`src/pkg/ssr_pkg.sv`:
```
package ssr_pkg;

   // Core clock and serial link rate.
   localparam int unsigned CLK_HZ        = 40_000_000;
   localparam int unsigned BAUD          = 19200;
   localparam logic [11:0] BIT_CYC       = 12'(CLK_HZ / BAUD);
   localparam logic [11:0] HALF_BIT_CYC  = 12'(CLK_HZ / BAUD / 2);

   // Silence longer than the longest legal gap between bytes ends a frame.
   localparam int unsigned FRAME_GAP_MS  = 20;
   localparam int unsigned GAP_CYC_DFLT  = CLK_HZ / 1000 * FRAME_GAP_MS;

   // Holding register addresses.
   localparam logic [15:0] ADDR_SYS_ERR  = 16'h0007;
   localparam logic [15:0] ADDR_HEALTH   = 16'h0009;
   localparam logic [15:0] ADDR_SPEED    = 16'h000a;
   localparam logic [15:0] ADDR_SENSE    = 16'h000b;
   localparam logic [15:0] ADDR_CURRENT  = 16'h000c;
   localparam logic [15:0] ADDR_BATTERY  = 16'h000d;
   localparam logic [15:0] ADDR_INAMP    = 16'h000e;
   localparam logic [15:0] RESET_VALUE   = 16'h0000;

   // Error flag bit positions.
   localparam int unsigned ERR_GPS_BIT    = 0;
   localparam int unsigned ERR_CHARGE_BIT = 1;
   localparam int unsigned ERR_MOTOR_BIT  = 2;
   localparam int unsigned ERR_ANALOG_BIT = 3;

   // Health indicator codes.
   localparam logic [15:0] HC_HEALTHY    = 16'h0000;
   localparam logic [15:0] HC_JAM        = 16'h0001;
   localparam logic [15:0] HC_SUPPLY36   = 16'h0002;
   localparam logic [15:0] HC_MOTOR_COMM = 16'h0003;
   localparam logic [15:0] HC_CHG_COMM   = 16'h0004;
   localparam logic [15:0] HC_BATT_LIMIT = 16'h0005;
   localparam logic [15:0] HC_MOTOR_HIGH = 16'h0010;
   localparam logic [15:0] HC_BATT_LOW   = 16'h0020;
   localparam logic [15:0] HC_TEMP       = 16'h0030;
   localparam logic [15:0] HC_SUPPLY5    = 16'h0040;
   localparam logic [15:0] HC_GPS_COMM   = 16'h0050;
   localparam logic [15:0] HC_ACQUIRING  = 16'h0100;

   // Protocol constants.
   localparam logic [7:0]  FUNC_READ_HOLD = 8'h03;
   localparam logic [7:0]  FUNC_EXC_FLAG  = 8'h80;
   localparam logic [7:0]  EXC_FUNCTION   = 8'h01;
   localparam logic [7:0]  EXC_ADDRESS    = 8'h02;
   localparam logic [7:0]  EXC_COUNT      = 8'h03;
   localparam logic [15:0] MAX_COUNT      = 16'h007d;
   localparam logic [3:0]  REQ_LEN        = 4'h8;
   localparam logic [3:0]  MIN_LEN        = 4'h4;
   localparam logic [7:0]  HDR_LEN        = 8'h03;
   localparam logic [15:0] CRC_INIT       = 16'hffff;
   localparam logic [15:0] CRC_POLY       = 16'ha001;

   typedef enum logic [1:0]
   {
      S_IDLE   = 2'b00,
      S_SEND   = 2'b01,
      S_CRC_LO = 2'b10,
      S_CRC_HI = 2'b11
   } ssr_state_type;

endpackage

```
`src/hw/ssr_crc16.sv`:
```
`timescale 1ns/10ps
// Folds one byte into a running reflected CRC-16 in a single cycle.
module ssr_crc16
(
   input  wire logic [15:0] crc_in,
   input  wire logic [7:0]  data,
   output logic      [15:0] crc_out
);

   always_comb
   begin
      crc_out = crc_in ^ {8'h00, data};
      for (int i = 0; i < 8; i++)
      begin
         if (crc_out[0])
            crc_out = (crc_out >> 1) ^ ssr_pkg::CRC_POLY;
         else
            crc_out = crc_out >> 1;
      end
   end

endmodule

```
`src/hw/ssr_uart.sv`:
```
`timescale 1ns/10ps
// Byte serialiser and deserialiser, 8 data bits, no parity, one stop bit.
module ssr_uart
(
   input  wire logic       clk,
   input  wire logic       rstn,
   input  wire logic       rxd,
   output logic            txd,
   output logic [7:0]      rx_data,
   output logic            rx_valid,
   input  wire logic [7:0] tx_data,
   input  wire logic       tx_start,
   output logic            tx_busy
);

   logic        rxd_meta_r;
   logic        rxd_sync_r;
   logic        rx_busy_r;
   logic [11:0] rx_cnt_r;
   logic [3:0]  rx_bit_r;
   logic [11:0] tx_cnt_r;
   logic [3:0]  tx_bit_r;
   logic [8:0]  tx_shift_r;

   always_ff @(posedge clk or negedge rstn)
   begin
      if (!rstn)
      begin
         rxd_meta_r <= 1'b1;
         rxd_sync_r <= 1'b1;
      end
      else
      begin
         rxd_meta_r <= rxd;
         rxd_sync_r <= rxd_meta_r;
      end
   end

   // Bits are sampled mid-cell; a start bit gone high at mid-cell is noise.
   always_ff @(posedge clk or negedge rstn)
   begin
      if (!rstn)
      begin
         rx_busy_r <= 1'b0;
         rx_cnt_r  <= 12'h000;
         rx_bit_r  <= 4'h0;
         rx_data   <= 8'h00;
         rx_valid  <= 1'b0;
      end
      else
      begin
         rx_valid <= 1'b0;
         if (!rx_busy_r)
         begin
            if (!rxd_sync_r)
            begin
               rx_busy_r <= 1'b1;
               rx_cnt_r  <= ssr_pkg::HALF_BIT_CYC;
               rx_bit_r  <= 4'h0;
            end
         end
         else if (rx_cnt_r != 12'h000)
            rx_cnt_r <= rx_cnt_r - 12'h001;
         else
         begin
            rx_cnt_r <= ssr_pkg::BIT_CYC - 12'h001;
            if (rx_bit_r == 4'h0)
            begin
               rx_busy_r <= !rxd_sync_r;
               rx_bit_r  <= 4'h1;
            end
            else if (rx_bit_r <= 4'h8)
            begin
               rx_data  <= {rxd_sync_r, rx_data[7:1]};
               rx_bit_r <= rx_bit_r + 4'h1;
            end
            else
            begin
               rx_busy_r <= 1'b0;
               rx_valid  <= rxd_sync_r;
            end
         end
      end
   end

   always_ff @(posedge clk or negedge rstn)
   begin
      if (!rstn)
      begin
         txd        <= 1'b1;
         tx_busy    <= 1'b0;
         tx_cnt_r   <= 12'h000;
         tx_bit_r   <= 4'h0;
         tx_shift_r <= 9'h1ff;
      end
      else if (!tx_busy)
      begin
         if (tx_start)
         begin
            txd        <= 1'b0;
            tx_busy    <= 1'b1;
            tx_cnt_r   <= ssr_pkg::BIT_CYC - 12'h001;
            tx_bit_r   <= 4'h0;
            tx_shift_r <= {1'b1, tx_data};
         end
      end
      else if (tx_cnt_r != 12'h000)
         tx_cnt_r <= tx_cnt_r - 12'h001;
      else if (tx_bit_r == 4'h9)
         tx_busy <= 1'b0;
      else
      begin
         txd        <= tx_shift_r[0];
         tx_shift_r <= {1'b1, tx_shift_r[8:1]};
         tx_bit_r   <= tx_bit_r + 4'h1;
         tx_cnt_r   <= ssr_pkg::BIT_CYC - 12'h001;
      end
   end

endmodule

```
`src/hw/ssr_top.sv`:
```
`timescale 1ns/10ps
module ssr_top
#(
   parameter logic [7:0]  SLAVE_ID = 8'h01, // Arbitrary default station id.
   parameter int unsigned GAP_CYC  = ssr_pkg::GAP_CYC_DFLT
)
(
   input  wire logic        clk,
   input  wire logic        rstn,
   input  wire logic        rxd,
   output logic             txd,
   input  wire logic        gps_comm_lost,
   input  wire logic        charger_comm_lost,
   input  wire logic        motor_comm_lost,
   input  wire logic        analog_limit_violation,
   input  wire logic        motor_sample_valid,
   input  wire logic [15:0] motor_speed_in,
   input  wire logic [15:0] motor_sense_in,
   input  wire logic [15:0] motor_current_in,
   input  wire logic        charger_sample_valid,
   input  wire logic [15:0] battery_in,
   input  wire logic [15:0] input_current_in,
   input  wire logic        battery_low_limit,
   input  wire logic        jam_recovery_sequence,
   input  wire logic        supply36_out_of_range,
   input  wire logic        motor_current_high,
   input  wire logic        battery_low,
   input  wire logic        temperature_out_of_range,
   input  wire logic        supply5_out_of_range,
   input  wire logic        acquiring_fix
);

   logic [7:0]            rx_data;
   logic                  rx_valid;
   logic                  tx_busy;
   logic [7:0]            tx_byte_r;
   logic                  tx_go_r;
   logic [15:0]           err_r;
   logic [15:0]           health_r;
   logic [15:0]           speed_r;
   logic [15:0]           sense_r;
   logic [15:0]           cur_r;
   logic [15:0]           batt_r;
   logic [15:0]           inamp_r;
   logic [7:0]            req_r [0:7];
   logic [3:0]            len_r;
   logic [15:0]           crc_rx_r;
   logic [15:0]           crc_rx_nxt;
   logic [19:0]           gap_r;
   logic                  frame_end;
   ssr_pkg::ssr_state_type state_r;
   logic [7:0]            idx_r;
   logic [7:0]            plen_r;
   logic                  exc_r;
   logic [7:0]            func_r;
   logic [7:0]            exc_code_r;
   logic [15:0]           start_r;
   logic [7:0]            cnt_r;
   logic [15:0]           crc_tx_r;
   logic [15:0]           crc_tx_nxt;
   logic [7:0]            byte_now;
   logic                  can_send;
   logic [15:0]           req_start;
   logic [15:0]           req_count;
   logic                  req_hit;
   logic                  accept;
   logic [7:0]            word_off;
   logic [15:0]           word_now;

   ssr_uart u_uart
   (
      .clk      (clk),
      .rstn     (rstn),
      .rxd      (rxd),
      .txd      (txd),
      .rx_data  (rx_data),
      .rx_valid (rx_valid),
      .tx_data  (tx_byte_r),
      .tx_start (tx_go_r),
      .tx_busy  (tx_busy)
   );

   ssr_crc16 u_crc_rx
   (
      .crc_in  (crc_rx_r),
      .data    (rx_data),
      .crc_out (crc_rx_nxt)
   );

   ssr_crc16 u_crc_tx
   (
      .crc_in  (crc_tx_r),
      .data    (byte_now),
      .crc_out (crc_tx_nxt)
   );

   function automatic logic [15:0] reg_value(input logic [15:0] a);
      case (a)
         ssr_pkg::ADDR_SYS_ERR: reg_value = err_r;
         ssr_pkg::ADDR_HEALTH:  reg_value = health_r;
         ssr_pkg::ADDR_SPEED:   reg_value = speed_r;
         ssr_pkg::ADDR_SENSE:   reg_value = sense_r;
         ssr_pkg::ADDR_CURRENT: reg_value = cur_r;
         ssr_pkg::ADDR_BATTERY: reg_value = batt_r;
         ssr_pkg::ADDR_INAMP:   reg_value = inamp_r;
         default:               reg_value = ssr_pkg::RESET_VALUE;
      endcase
   endfunction

   // Address 8 is a hole, so a block either is the error word alone or
   // lies wholly within the indicator and measurement words.
   function automatic logic range_ok(input logic [15:0] s,
                                     input logic [15:0] n);
      logic [16:0] last;
      last = {1'b0, s} + {1'b0, n} - 17'h00001;
      range_ok = (s == ssr_pkg::ADDR_SYS_ERR && n == 16'h0001) ||
                 (s >= ssr_pkg::ADDR_HEALTH &&
                  last <= {1'b0, ssr_pkg::ADDR_INAMP});
   endfunction

   function automatic logic [15:0] health_code(input logic [10:0] f);
      if (f[0])
         health_code = ssr_pkg::HC_BATT_LIMIT;
      else if (f[1])
         health_code = ssr_pkg::HC_JAM;
      else if (f[2])
         health_code = ssr_pkg::HC_SUPPLY36;
      else if (f[3])
         health_code = ssr_pkg::HC_MOTOR_COMM;
      else if (f[4])
         health_code = ssr_pkg::HC_CHG_COMM;
      else if (f[5])
         health_code = ssr_pkg::HC_MOTOR_HIGH;
      else if (f[6])
         health_code = ssr_pkg::HC_BATT_LOW;
      else if (f[7])
         health_code = ssr_pkg::HC_TEMP;
      else if (f[8])
         health_code = ssr_pkg::HC_SUPPLY5;
      else if (f[9])
         health_code = ssr_pkg::HC_GPS_COMM;
      else if (f[10])
         health_code = ssr_pkg::HC_ACQUIRING;
      else
         health_code = ssr_pkg::HC_HEALTHY;
   endfunction

   // Flags are live levels; there is nothing to clear.
   always_ff @(posedge clk or negedge rstn)
   begin
      if (!rstn)
         err_r <= ssr_pkg::RESET_VALUE;
      else
      begin
         err_r                          <= 16'h0000;
         err_r[ssr_pkg::ERR_GPS_BIT]    <= gps_comm_lost;
         err_r[ssr_pkg::ERR_CHARGE_BIT] <= charger_comm_lost;
         err_r[ssr_pkg::ERR_MOTOR_BIT]  <= motor_comm_lost;
         err_r[ssr_pkg::ERR_ANALOG_BIT] <= analog_limit_violation;
      end
   end

   always_ff @(posedge clk or negedge rstn)
   begin
      if (!rstn)
         health_r <= ssr_pkg::HC_HEALTHY;
      else
         health_r <= health_code({acquiring_fix, gps_comm_lost,
                                  supply5_out_of_range,
                                  temperature_out_of_range, battery_low,
                                  motor_current_high, charger_comm_lost,
                                  motor_comm_lost, supply36_out_of_range,
                                  jam_recovery_sequence, battery_low_limit});
   end

   // Samples from a module whose link is lost are refused, so the master
   // keeps seeing the last good values.
   always_ff @(posedge clk or negedge rstn)
   begin
      if (!rstn)
      begin
         speed_r <= ssr_pkg::RESET_VALUE;
         sense_r <= ssr_pkg::RESET_VALUE;
         cur_r   <= ssr_pkg::RESET_VALUE;
      end
      else if (motor_sample_valid && !motor_comm_lost)
      begin
         speed_r <= motor_speed_in;
         sense_r <= motor_sense_in;
         cur_r   <= motor_current_in;
      end
   end

   always_ff @(posedge clk or negedge rstn)
   begin
      if (!rstn)
      begin
         batt_r  <= ssr_pkg::RESET_VALUE;
         inamp_r <= ssr_pkg::RESET_VALUE;
      end
      else if (charger_sample_valid && !charger_comm_lost)
      begin
         batt_r  <= battery_in;
         inamp_r <= input_current_in;
      end
   end

   assign frame_end = (len_r != 4'h0) && !rx_valid &&
                      (gap_r == 20'(GAP_CYC - 1));

   always_ff @(posedge clk or negedge rstn)
   begin
      if (!rstn)
         gap_r <= 20'h00000;
      else if (rx_valid)
         gap_r <= 20'h00000;
      else if (len_r != 4'h0 && gap_r != 20'(GAP_CYC - 1))
         gap_r <= gap_r + 20'h00001;
   end

   // Only the first eight bytes are kept; a longer frame saturates the
   // length at nine and can never match a request.
   always_ff @(posedge clk or negedge rstn)
   begin
      if (!rstn)
      begin
         len_r    <= 4'h0;
         crc_rx_r <= ssr_pkg::CRC_INIT;
         for (int i = 0; i < 8; i++)
            req_r[i] <= 8'h00;
      end
      else if (frame_end)
      begin
         len_r    <= 4'h0;
         crc_rx_r <= ssr_pkg::CRC_INIT;
      end
      else if (rx_valid)
      begin
         if (len_r < ssr_pkg::REQ_LEN)
            req_r[len_r[2:0]] <= rx_data;
         if (len_r <= ssr_pkg::REQ_LEN)
            len_r <= len_r + 4'h1;
         crc_rx_r <= crc_rx_nxt;
      end
   end

   assign req_start = {req_r[2], req_r[3]};
   assign req_count = {req_r[4], req_r[5]};
   assign req_hit   = frame_end && state_r == ssr_pkg::S_IDLE &&
                      crc_rx_r == 16'h0000 && req_r[0] == SLAVE_ID &&
                      len_r >= ssr_pkg::MIN_LEN && len_r <= ssr_pkg::REQ_LEN;
   assign accept    = req_hit && (req_r[1] != ssr_pkg::FUNC_READ_HOLD ||
                                  len_r == ssr_pkg::REQ_LEN);
   assign can_send  = state_r != ssr_pkg::S_IDLE && !tx_busy && !tx_go_r;
   assign word_off  = (idx_r - ssr_pkg::HDR_LEN) >> 1;

   always_comb
   begin
      byte_now = 8'h00;
      word_now = reg_value(start_r + {8'h00, word_off});
      unique case (state_r)
         ssr_pkg::S_IDLE:
            byte_now = 8'h00;
         ssr_pkg::S_SEND:
            if (idx_r == 8'h00)
               byte_now = SLAVE_ID;
            else if (idx_r == 8'h01)
               byte_now = func_r;
            else if (idx_r == 8'h02)
               byte_now = exc_r ? exc_code_r : 8'(cnt_r << 1);
            else if (idx_r[0])
               byte_now = word_now[15:8];
            else
               byte_now = word_now[7:0];
         ssr_pkg::S_CRC_LO:
            byte_now = crc_tx_r[7:0];
         ssr_pkg::S_CRC_HI:
            byte_now = crc_tx_r[15:8];
      endcase
   end

   always_ff @(posedge clk or negedge rstn)
   begin
      if (!rstn)
      begin
         tx_go_r   <= 1'b0;
         tx_byte_r <= 8'h00;
      end
      else
      begin
         tx_go_r <= can_send;
         if (can_send)
            tx_byte_r <= byte_now;
      end
   end

   // Requests that end while a reply is still going out are dropped;
   // masters must poll one at a time.
   always_ff @(posedge clk or negedge rstn)
   begin
      if (!rstn)
      begin
         state_r    <= ssr_pkg::S_IDLE;
         idx_r      <= 8'h00;
         plen_r     <= 8'h00;
         exc_r      <= 1'b0;
         func_r     <= 8'h00;
         exc_code_r <= 8'h00;
         start_r    <= 16'h0000;
         cnt_r      <= 8'h00;
         crc_tx_r   <= ssr_pkg::CRC_INIT;
      end
      else
      begin
         unique case (state_r)
            ssr_pkg::S_IDLE:
               if (accept)
               begin
                  state_r  <= ssr_pkg::S_SEND;
                  idx_r    <= 8'h00;
                  crc_tx_r <= ssr_pkg::CRC_INIT;
                  start_r  <= req_start;
                  cnt_r    <= req_count[7:0];
                  func_r   <= req_r[1];
                  exc_r    <= 1'b1;
                  plen_r   <= ssr_pkg::HDR_LEN;
                  if (req_r[1] != ssr_pkg::FUNC_READ_HOLD)
                  begin
                     func_r     <= req_r[1] | ssr_pkg::FUNC_EXC_FLAG;
                     exc_code_r <= ssr_pkg::EXC_FUNCTION;
                  end
                  else if (req_count == 16'h0000 ||
                           req_count > ssr_pkg::MAX_COUNT)
                  begin
                     func_r     <= req_r[1] | ssr_pkg::FUNC_EXC_FLAG;
                     exc_code_r <= ssr_pkg::EXC_COUNT;
                  end
                  else if (!range_ok(req_start, req_count))
                  begin
                     func_r     <= req_r[1] | ssr_pkg::FUNC_EXC_FLAG;
                     exc_code_r <= ssr_pkg::EXC_ADDRESS;
                  end
                  else
                  begin
                     exc_r  <= 1'b0;
                     plen_r <= ssr_pkg::HDR_LEN + 8'(req_count << 1);
                  end
               end
            ssr_pkg::S_SEND:
               if (can_send)
               begin
                  idx_r    <= idx_r + 8'h01;
                  crc_tx_r <= crc_tx_nxt;
                  if (idx_r == plen_r - 8'h01)
                     state_r <= ssr_pkg::S_CRC_LO;
               end
            ssr_pkg::S_CRC_LO:
               if (can_send)
                  state_r <= ssr_pkg::S_CRC_HI;
            ssr_pkg::S_CRC_HI:
               if (can_send)
                  state_r <= ssr_pkg::S_IDLE;
         endcase
      end
   end
endmodule

```
`config.mk`:
```
export PLATFORM = sky130hd
export DESIGN_NAME = ssr_top
export DESIGN_NICKNAME = d
export VERILOG_FILES = /design/src/pkg/ssr_pkg.sv /design/src/hw/ssr_crc16.sv /design/src/hw/ssr_uart.sv /design/src/hw/ssr_top.sv
export SDC_FILE = /design/constraint.sdc
export NUM_CORES = 1
export LEC_CHECK = 0
export BUFFER_PORTS_ARGS = -buffer_cell sky130_fd_sc_hd__buf_2
export CAP_MARGIN = 10
export CORE_MARGIN = 2
export CORE_UTILIZATION = 25
export DETAILED_ROUTE_END_ITERATION = 16
export GPL_TIMING_DRIVEN = 1
export SLEW_MARGIN = 20
export SYNTH_ARGS = -nofsm -noshare
export SYNTH_HDL_FRONTEND = slang
export SYNTH_SLANG_ARGS = --single-unit
```
`constraint.sdc`:
```
create_clock -name clk -period 6.7 [get_ports clk]
set_input_delay 1.005 -clock clk [delete_from_list [all_inputs] [get_ports clk]]
set_output_delay 1.005 -clock clk [all_outputs]
set_load 0.05 [all_outputs]
```
==> impl_summary.md <==
Logic synthesis
The complex-gate fraction of the synthesized area is 0.1374. Of the total synthesized cell area, the portion taken by full adders, half adders and majority gates is 0.04885. Among all flip-flop cells after synthesis, the most frequent one is sky130_fd_sc_hd__dfrtp_1. The xor/xnor cell area share of the yosys netlist is 0.05305. The multiplexer area fraction after synthesis is 0.1036. In this run, synthesis produced a sequential element count of 310. The post-synthesis net count is 1855. The count of flip-flops with a built-in enable after synthesis is 0. By area, the combinational part of the netlist is dominated by simple AND/OR/NAND/NOR gates. Of the total synthesized cell area, the portion taken by AND, OR, NAND and NOR gates is 0.1455. The count of warnings emitted by yosys is 0. The synthesized area divided by synthesized cell count is 9.857 um^2.

The sequential fraction of the synthesis area is 0.4678. Of all flip-flops after synthesis, the portion carrying an async set or reset was 1.000. After synthesis the cells add up to 16700 um^2. The count of distinct cell types in the synthesized netlist is 94. The number of instances in the synthesized netlist is 1694.

Setup path
In this run the critical register-to-register path is launched from idx_r[0]. The category of the most critical setup path is reg -> reg. The number of cells on the worst reg-to-reg path is 18.

The worst setup path is captured at a register. STA classifies the critical path startpoint as a register. The largest driver fanout on the critical path is 16. The critical path data required time is 7.17 ns.

The critical path arrival is 6.76 ns. The endpoint of the worst-slack reg-to-reg timing path is crc_tx_r[0]. Across all register-to-register paths, the minimum setup slack is 0.41 ns.

Detailed routing
The DRC marker count from the first detailed-route iteration is 821. The routed design has 41690 um of wire. Dividing the detail-routed wire length by the instance count gives 15.71 um. The post-route antenna net violation count is 0. For this block, the via count after detailed routing is 12760. The via count normalized by instance count is 4.808. The number of remaining DRC errors is 0. The first TritonRoute pass finished after 5 iterations.

Clocking
The maximum clock insertion buffer count is 3. The H-tree was split into 2 levels. The count of clock tree sinks is 310. TritonCTS built the clock tree. The quantity of gates resized following cts is 0. In this run the clock root is driven by a sky130_fd_sc_hd__clkbuf_16. The post-CTS setup repair buffer count is 0.

At the later pin of the worst-skew pair, clock insertion delay measures 0.56 ns. After clock tree synthesis, the clock-pin slew on the worst setup and hold paths is 0.06 ns. The number of clock buffers added by TritonCTS is 37.

The number of hold buffers added after CTS was 0.

Power and ir drop
Across the VDD grid, the largest voltage drop is 0.1414 mV. For this design the static power due to leakage is 0.008380 uW. For this design the ratio of total power to cell area is 223.2 nW/um^2.

Floorplanning
The die width is 262.4 um. For this configuration, the core starts out at a cell density of 0.2531. The floorplan has 94 rows. The height of the chip is 262.4 um. The total die area is 68880 um^2. The count of pins on the block boundary is 98.

The area of the core is 65980 um^2.

Finish
The library cells used most frequently in the layout, excluding fill and tap cells, are sky130_fd_sc_hd__dfrtp_1, sky130_fd_sc_hd__nand2_1, sky130_fd_sc_hd__o21ai_0, sky130_fd_sc_hd__mux2_2, sky130_fd_sc_hd__nor2_1. The most common cell after layout, fill and taps aside is sky130_fd_sc_hd__dfrtp_1. In the final layout, the share of cells above drive strength 1 is 0.2107. The final layout net count is 1921. The finished cells cover 19400 um^2.

From synthesis to final layout, the design area changed by 16.19%. The post-layout utilization of the core is 0.2941.

STA
The count of pins over their slew limit is 0. The final hold slack is 0.3538 ns. Setup repair after global routing left no endpoint under its margin. The aggregate negative setup slack is 0 ns. The maximum clock frequency is 159.1 MHz. The part of the cycle the worst path needs is 0.9383. Across the routed clock network, the largest skew measured is 0.03013 ns. The count of final hold-check violations is 0. The actual transition at the worst max-transition pin is 1.044 ns. Setup violations remaining at the end of the flow were counted as 0.

The worst pin sits at a relative slew slack of 0.2986. The minimum clock period after layout is 6.287 ns. Setup slack closes at 0.4131 ns.

Global routing
The global-route usage over all layers is 0.1205. Summed over all layers, the global routing overflow is 0. The first global-routing pass estimated 68150 um of wire. The initial antenna violation count is 2.

The number of global-route vias before repair is 12870. Entering global routing, the biggest net connects 144 pins.

Outcome
The run finished with clean final reports.

Job
Max-cap violations in this run came to 0.

Hold path
The tightest min-delay check is of the reg -> reg type. The worst min-delay path startpoint is u_uart.rxd_meta_r. The worst hold path terminates at u_uart.rxd_sync_r. The cell count of the worst hold path is 0.

Place
The instance area after placement is 18090 um^2. The worst slack after detailed placement is 0.4963 ns. Routability-driven placement finished with a final weighted congestion of 0.8592. The number of port buffers is 97. The HPWL after detailed placement is 29840 um.
-- cell type report --
type | count | area [um^2]
Timing Repair Buffer | 112 | 624.3
Tap cell | 864 | 1081
Clock inverter | 18 | 211.5
Antenna cell | 1 | 2.502
Sequential cell | 310 | 7811
Multi-Input combinational cell | 1194 | 8190
Fill cell | 6720 | 46580
Clock buffer | 50 | 1087
Inverter | 105 | 394.1
-- logic make-up (layout without fill, tap and decap cells) --
family / Yosys count / in the layout
AND/OR/NAND/NOR: 511 / 511
flip-flops: 310 / 310
other: 0 / 1
XOR/XNOR: 97 / 97
adder cells (fa/ha/maj): 64 / 64
buffers and inverters: 190 / 285
multiplexers: 157 / 157
AO/OA/AOI/OAI: 365 / 365
-- flip-flops by register name (all words and copies together) (netlist names), 7 cells and up --
signal and flops:
batt_r 16, cnt_r 7, crc_rx_r 16, crc_tx_r 16
cur_r 16, func_r 8, gap_r 20, health_r 7
idx_r 8, inamp_r 16, plen_r 8, req_count 16
req_r 32, sense_r 16, speed_r 16, start_r 16
tx_byte_r 8, u_uart.rx_cnt_r 12, u_uart.rx_data 8, u_uart.tx_cnt_r 12
u_uart.tx_shift_r 8
-- layer usage --
layer	share of wire	wire, um	vias to the layer above	global-route usage
met5	0.00017	7	-	0
met4	0.026	1083	2	0.03837
li1	-	-	6099	-
met1	0.46	19150	6258	0.1582
met3	0.055	2276	76	0.02952
met2	0.46	19180	325	0.1950
-- power by group --
part | switching (uW) | total, uW | internal [uW]
Combinational | 111 | 217 | 106
Sequential | 43.0 | 1990 | 1950
Clock | 821 | 2120 | 1300
-- through the flow --
step / std cells / total power (uW)
floorplan: 1694 / 2119
finish: 2654 / 4331
detailed placement: 2585 / 2245
global route: 2654 / 4513
global placement: 2585 / 2236
CTS: 2653 / 4410
-- Yosys cell counts (5+ instances only) --
master / count / area (um^2)
sky130_fd_sc_hd__o31ai_1: 10 / 75.07
sky130_fd_sc_hd__inv_1: 102 / 382.9
sky130_fd_sc_hd__a31oi_1: 16 / 100.1
sky130_fd_sc_hd__nor4_1: 23 / 143.9
sky130_fd_sc_hd__nor3_1: 42 / 210.2
sky130_fd_sc_hd__and3_1: 12 / 75.07
sky130_fd_sc_hd__or3_1: 11 / 68.82
sky130_fd_sc_hd__o21a_1: 6 / 45.04
sky130_fd_sc_hd__a221oi_1: 9 / 78.83
sky130_fd_sc_hd__a22o_1: 5 / 43.79
sky130_fd_sc_hd__xor2_1: 39 / 341.6
sky130_fd_sc_hd__o211ai_1: 15 / 112.6
sky130_fd_sc_hd__nand3_1: 36 / 180.2
sky130_fd_sc_hd__nand2b_1: 9 / 56.30
sky130_fd_sc_hd__o21ai_0: 134 / 670.6
sky130_fd_sc_hd__a21o_1: 6 / 45.04
sky130_fd_sc_hd__clkbuf_1: 66 / 247.7
sky130_fd_sc_hd__ha_1: 62 / 775.7
sky130_fd_sc_hd__nand2_1: 191 / 716.9
sky130_fd_sc_hd__mux2_2: 126 / 1419
sky130_fd_sc_hd__xnor2_1: 55 / 481.7
sky130_fd_sc_hd__a211oi_1: 7 / 52.55
sky130_fd_sc_hd__nand3b_1: 6 / 45.04
sky130_fd_sc_hd__nand4_1: 21 / 131.4
sky130_fd_sc_hd__a21oi_1: 83 / 415.4
sky130_fd_sc_hd__nor2b_1: 10 / 62.56
sky130_fd_sc_hd__dfrtp_1: 267 / 6681
sky130_fd_sc_hd__mux2i_1: 31 / 310.3
sky130_fd_sc_hd__nor2_1: 119 / 446.7
sky130_fd_sc_hd__dfstp_2: 43 / 1130
sky130_fd_sc_hd__o21bai_1: 11 / 82.58
sky130_fd_sc_hd__buf_1: 11 / 41.29
-- worst max-delay path, cell delays in order, from the launching register on --
cell and delay (ns):
sky130_fd_sc_hd__dfrtp_1 0.70, sky130_fd_sc_hd__clkinv_1 0.44, sky130_fd_sc_hd__ha_1 0.43, sky130_fd_sc_hd__ha_2 0.19, sky130_fd_sc_hd__fa_1 0.45, sky130_fd_sc_hd__a211oi_1 0.33, sky130_fd_sc_hd__o21bai_1 0.12, sky130_fd_sc_hd__a211oi_1 0.31
sky130_fd_sc_hd__o211ai_2 0.22, sky130_fd_sc_hd__nor3_2 0.49, sky130_fd_sc_hd__a22oi_1 0.18, sky130_fd_sc_hd__o31ai_1 0.41, sky130_fd_sc_hd__a31oi_2 0.27, sky130_fd_sc_hd__or3_1 0.37, sky130_fd_sc_hd__o311ai_1 0.10, sky130_fd_sc_hd__o31a_1 0.21
sky130_fd_sc_hd__xnor3_2 0.48, sky130_fd_sc_hd__xnor3_1 0.37, sky130_fd_sc_hd__a21oi_1 0.16
-- how the worst max path moves through the flow --
stage / start / endpoint / slack, ns / depth (start not counted)
floorplan: idx_r[0] / crc_tx_r[0] / 1.63 / 18
global placement: idx_r[0] / crc_tx_r[0] / 0.68 / 18
detailed placement: idx_r[0] / crc_tx_r[0] / 0.50 / 18
CTS: idx_r[0] / crc_tx_r[0] / 0.42 / 18
global route: idx_r[0] / crc_tx_r[0] / 0.07 / 18
finish: idx_r[0] / crc_tx_r[0] / 0.41 / 18
Power figures use the tool's default switching activity.
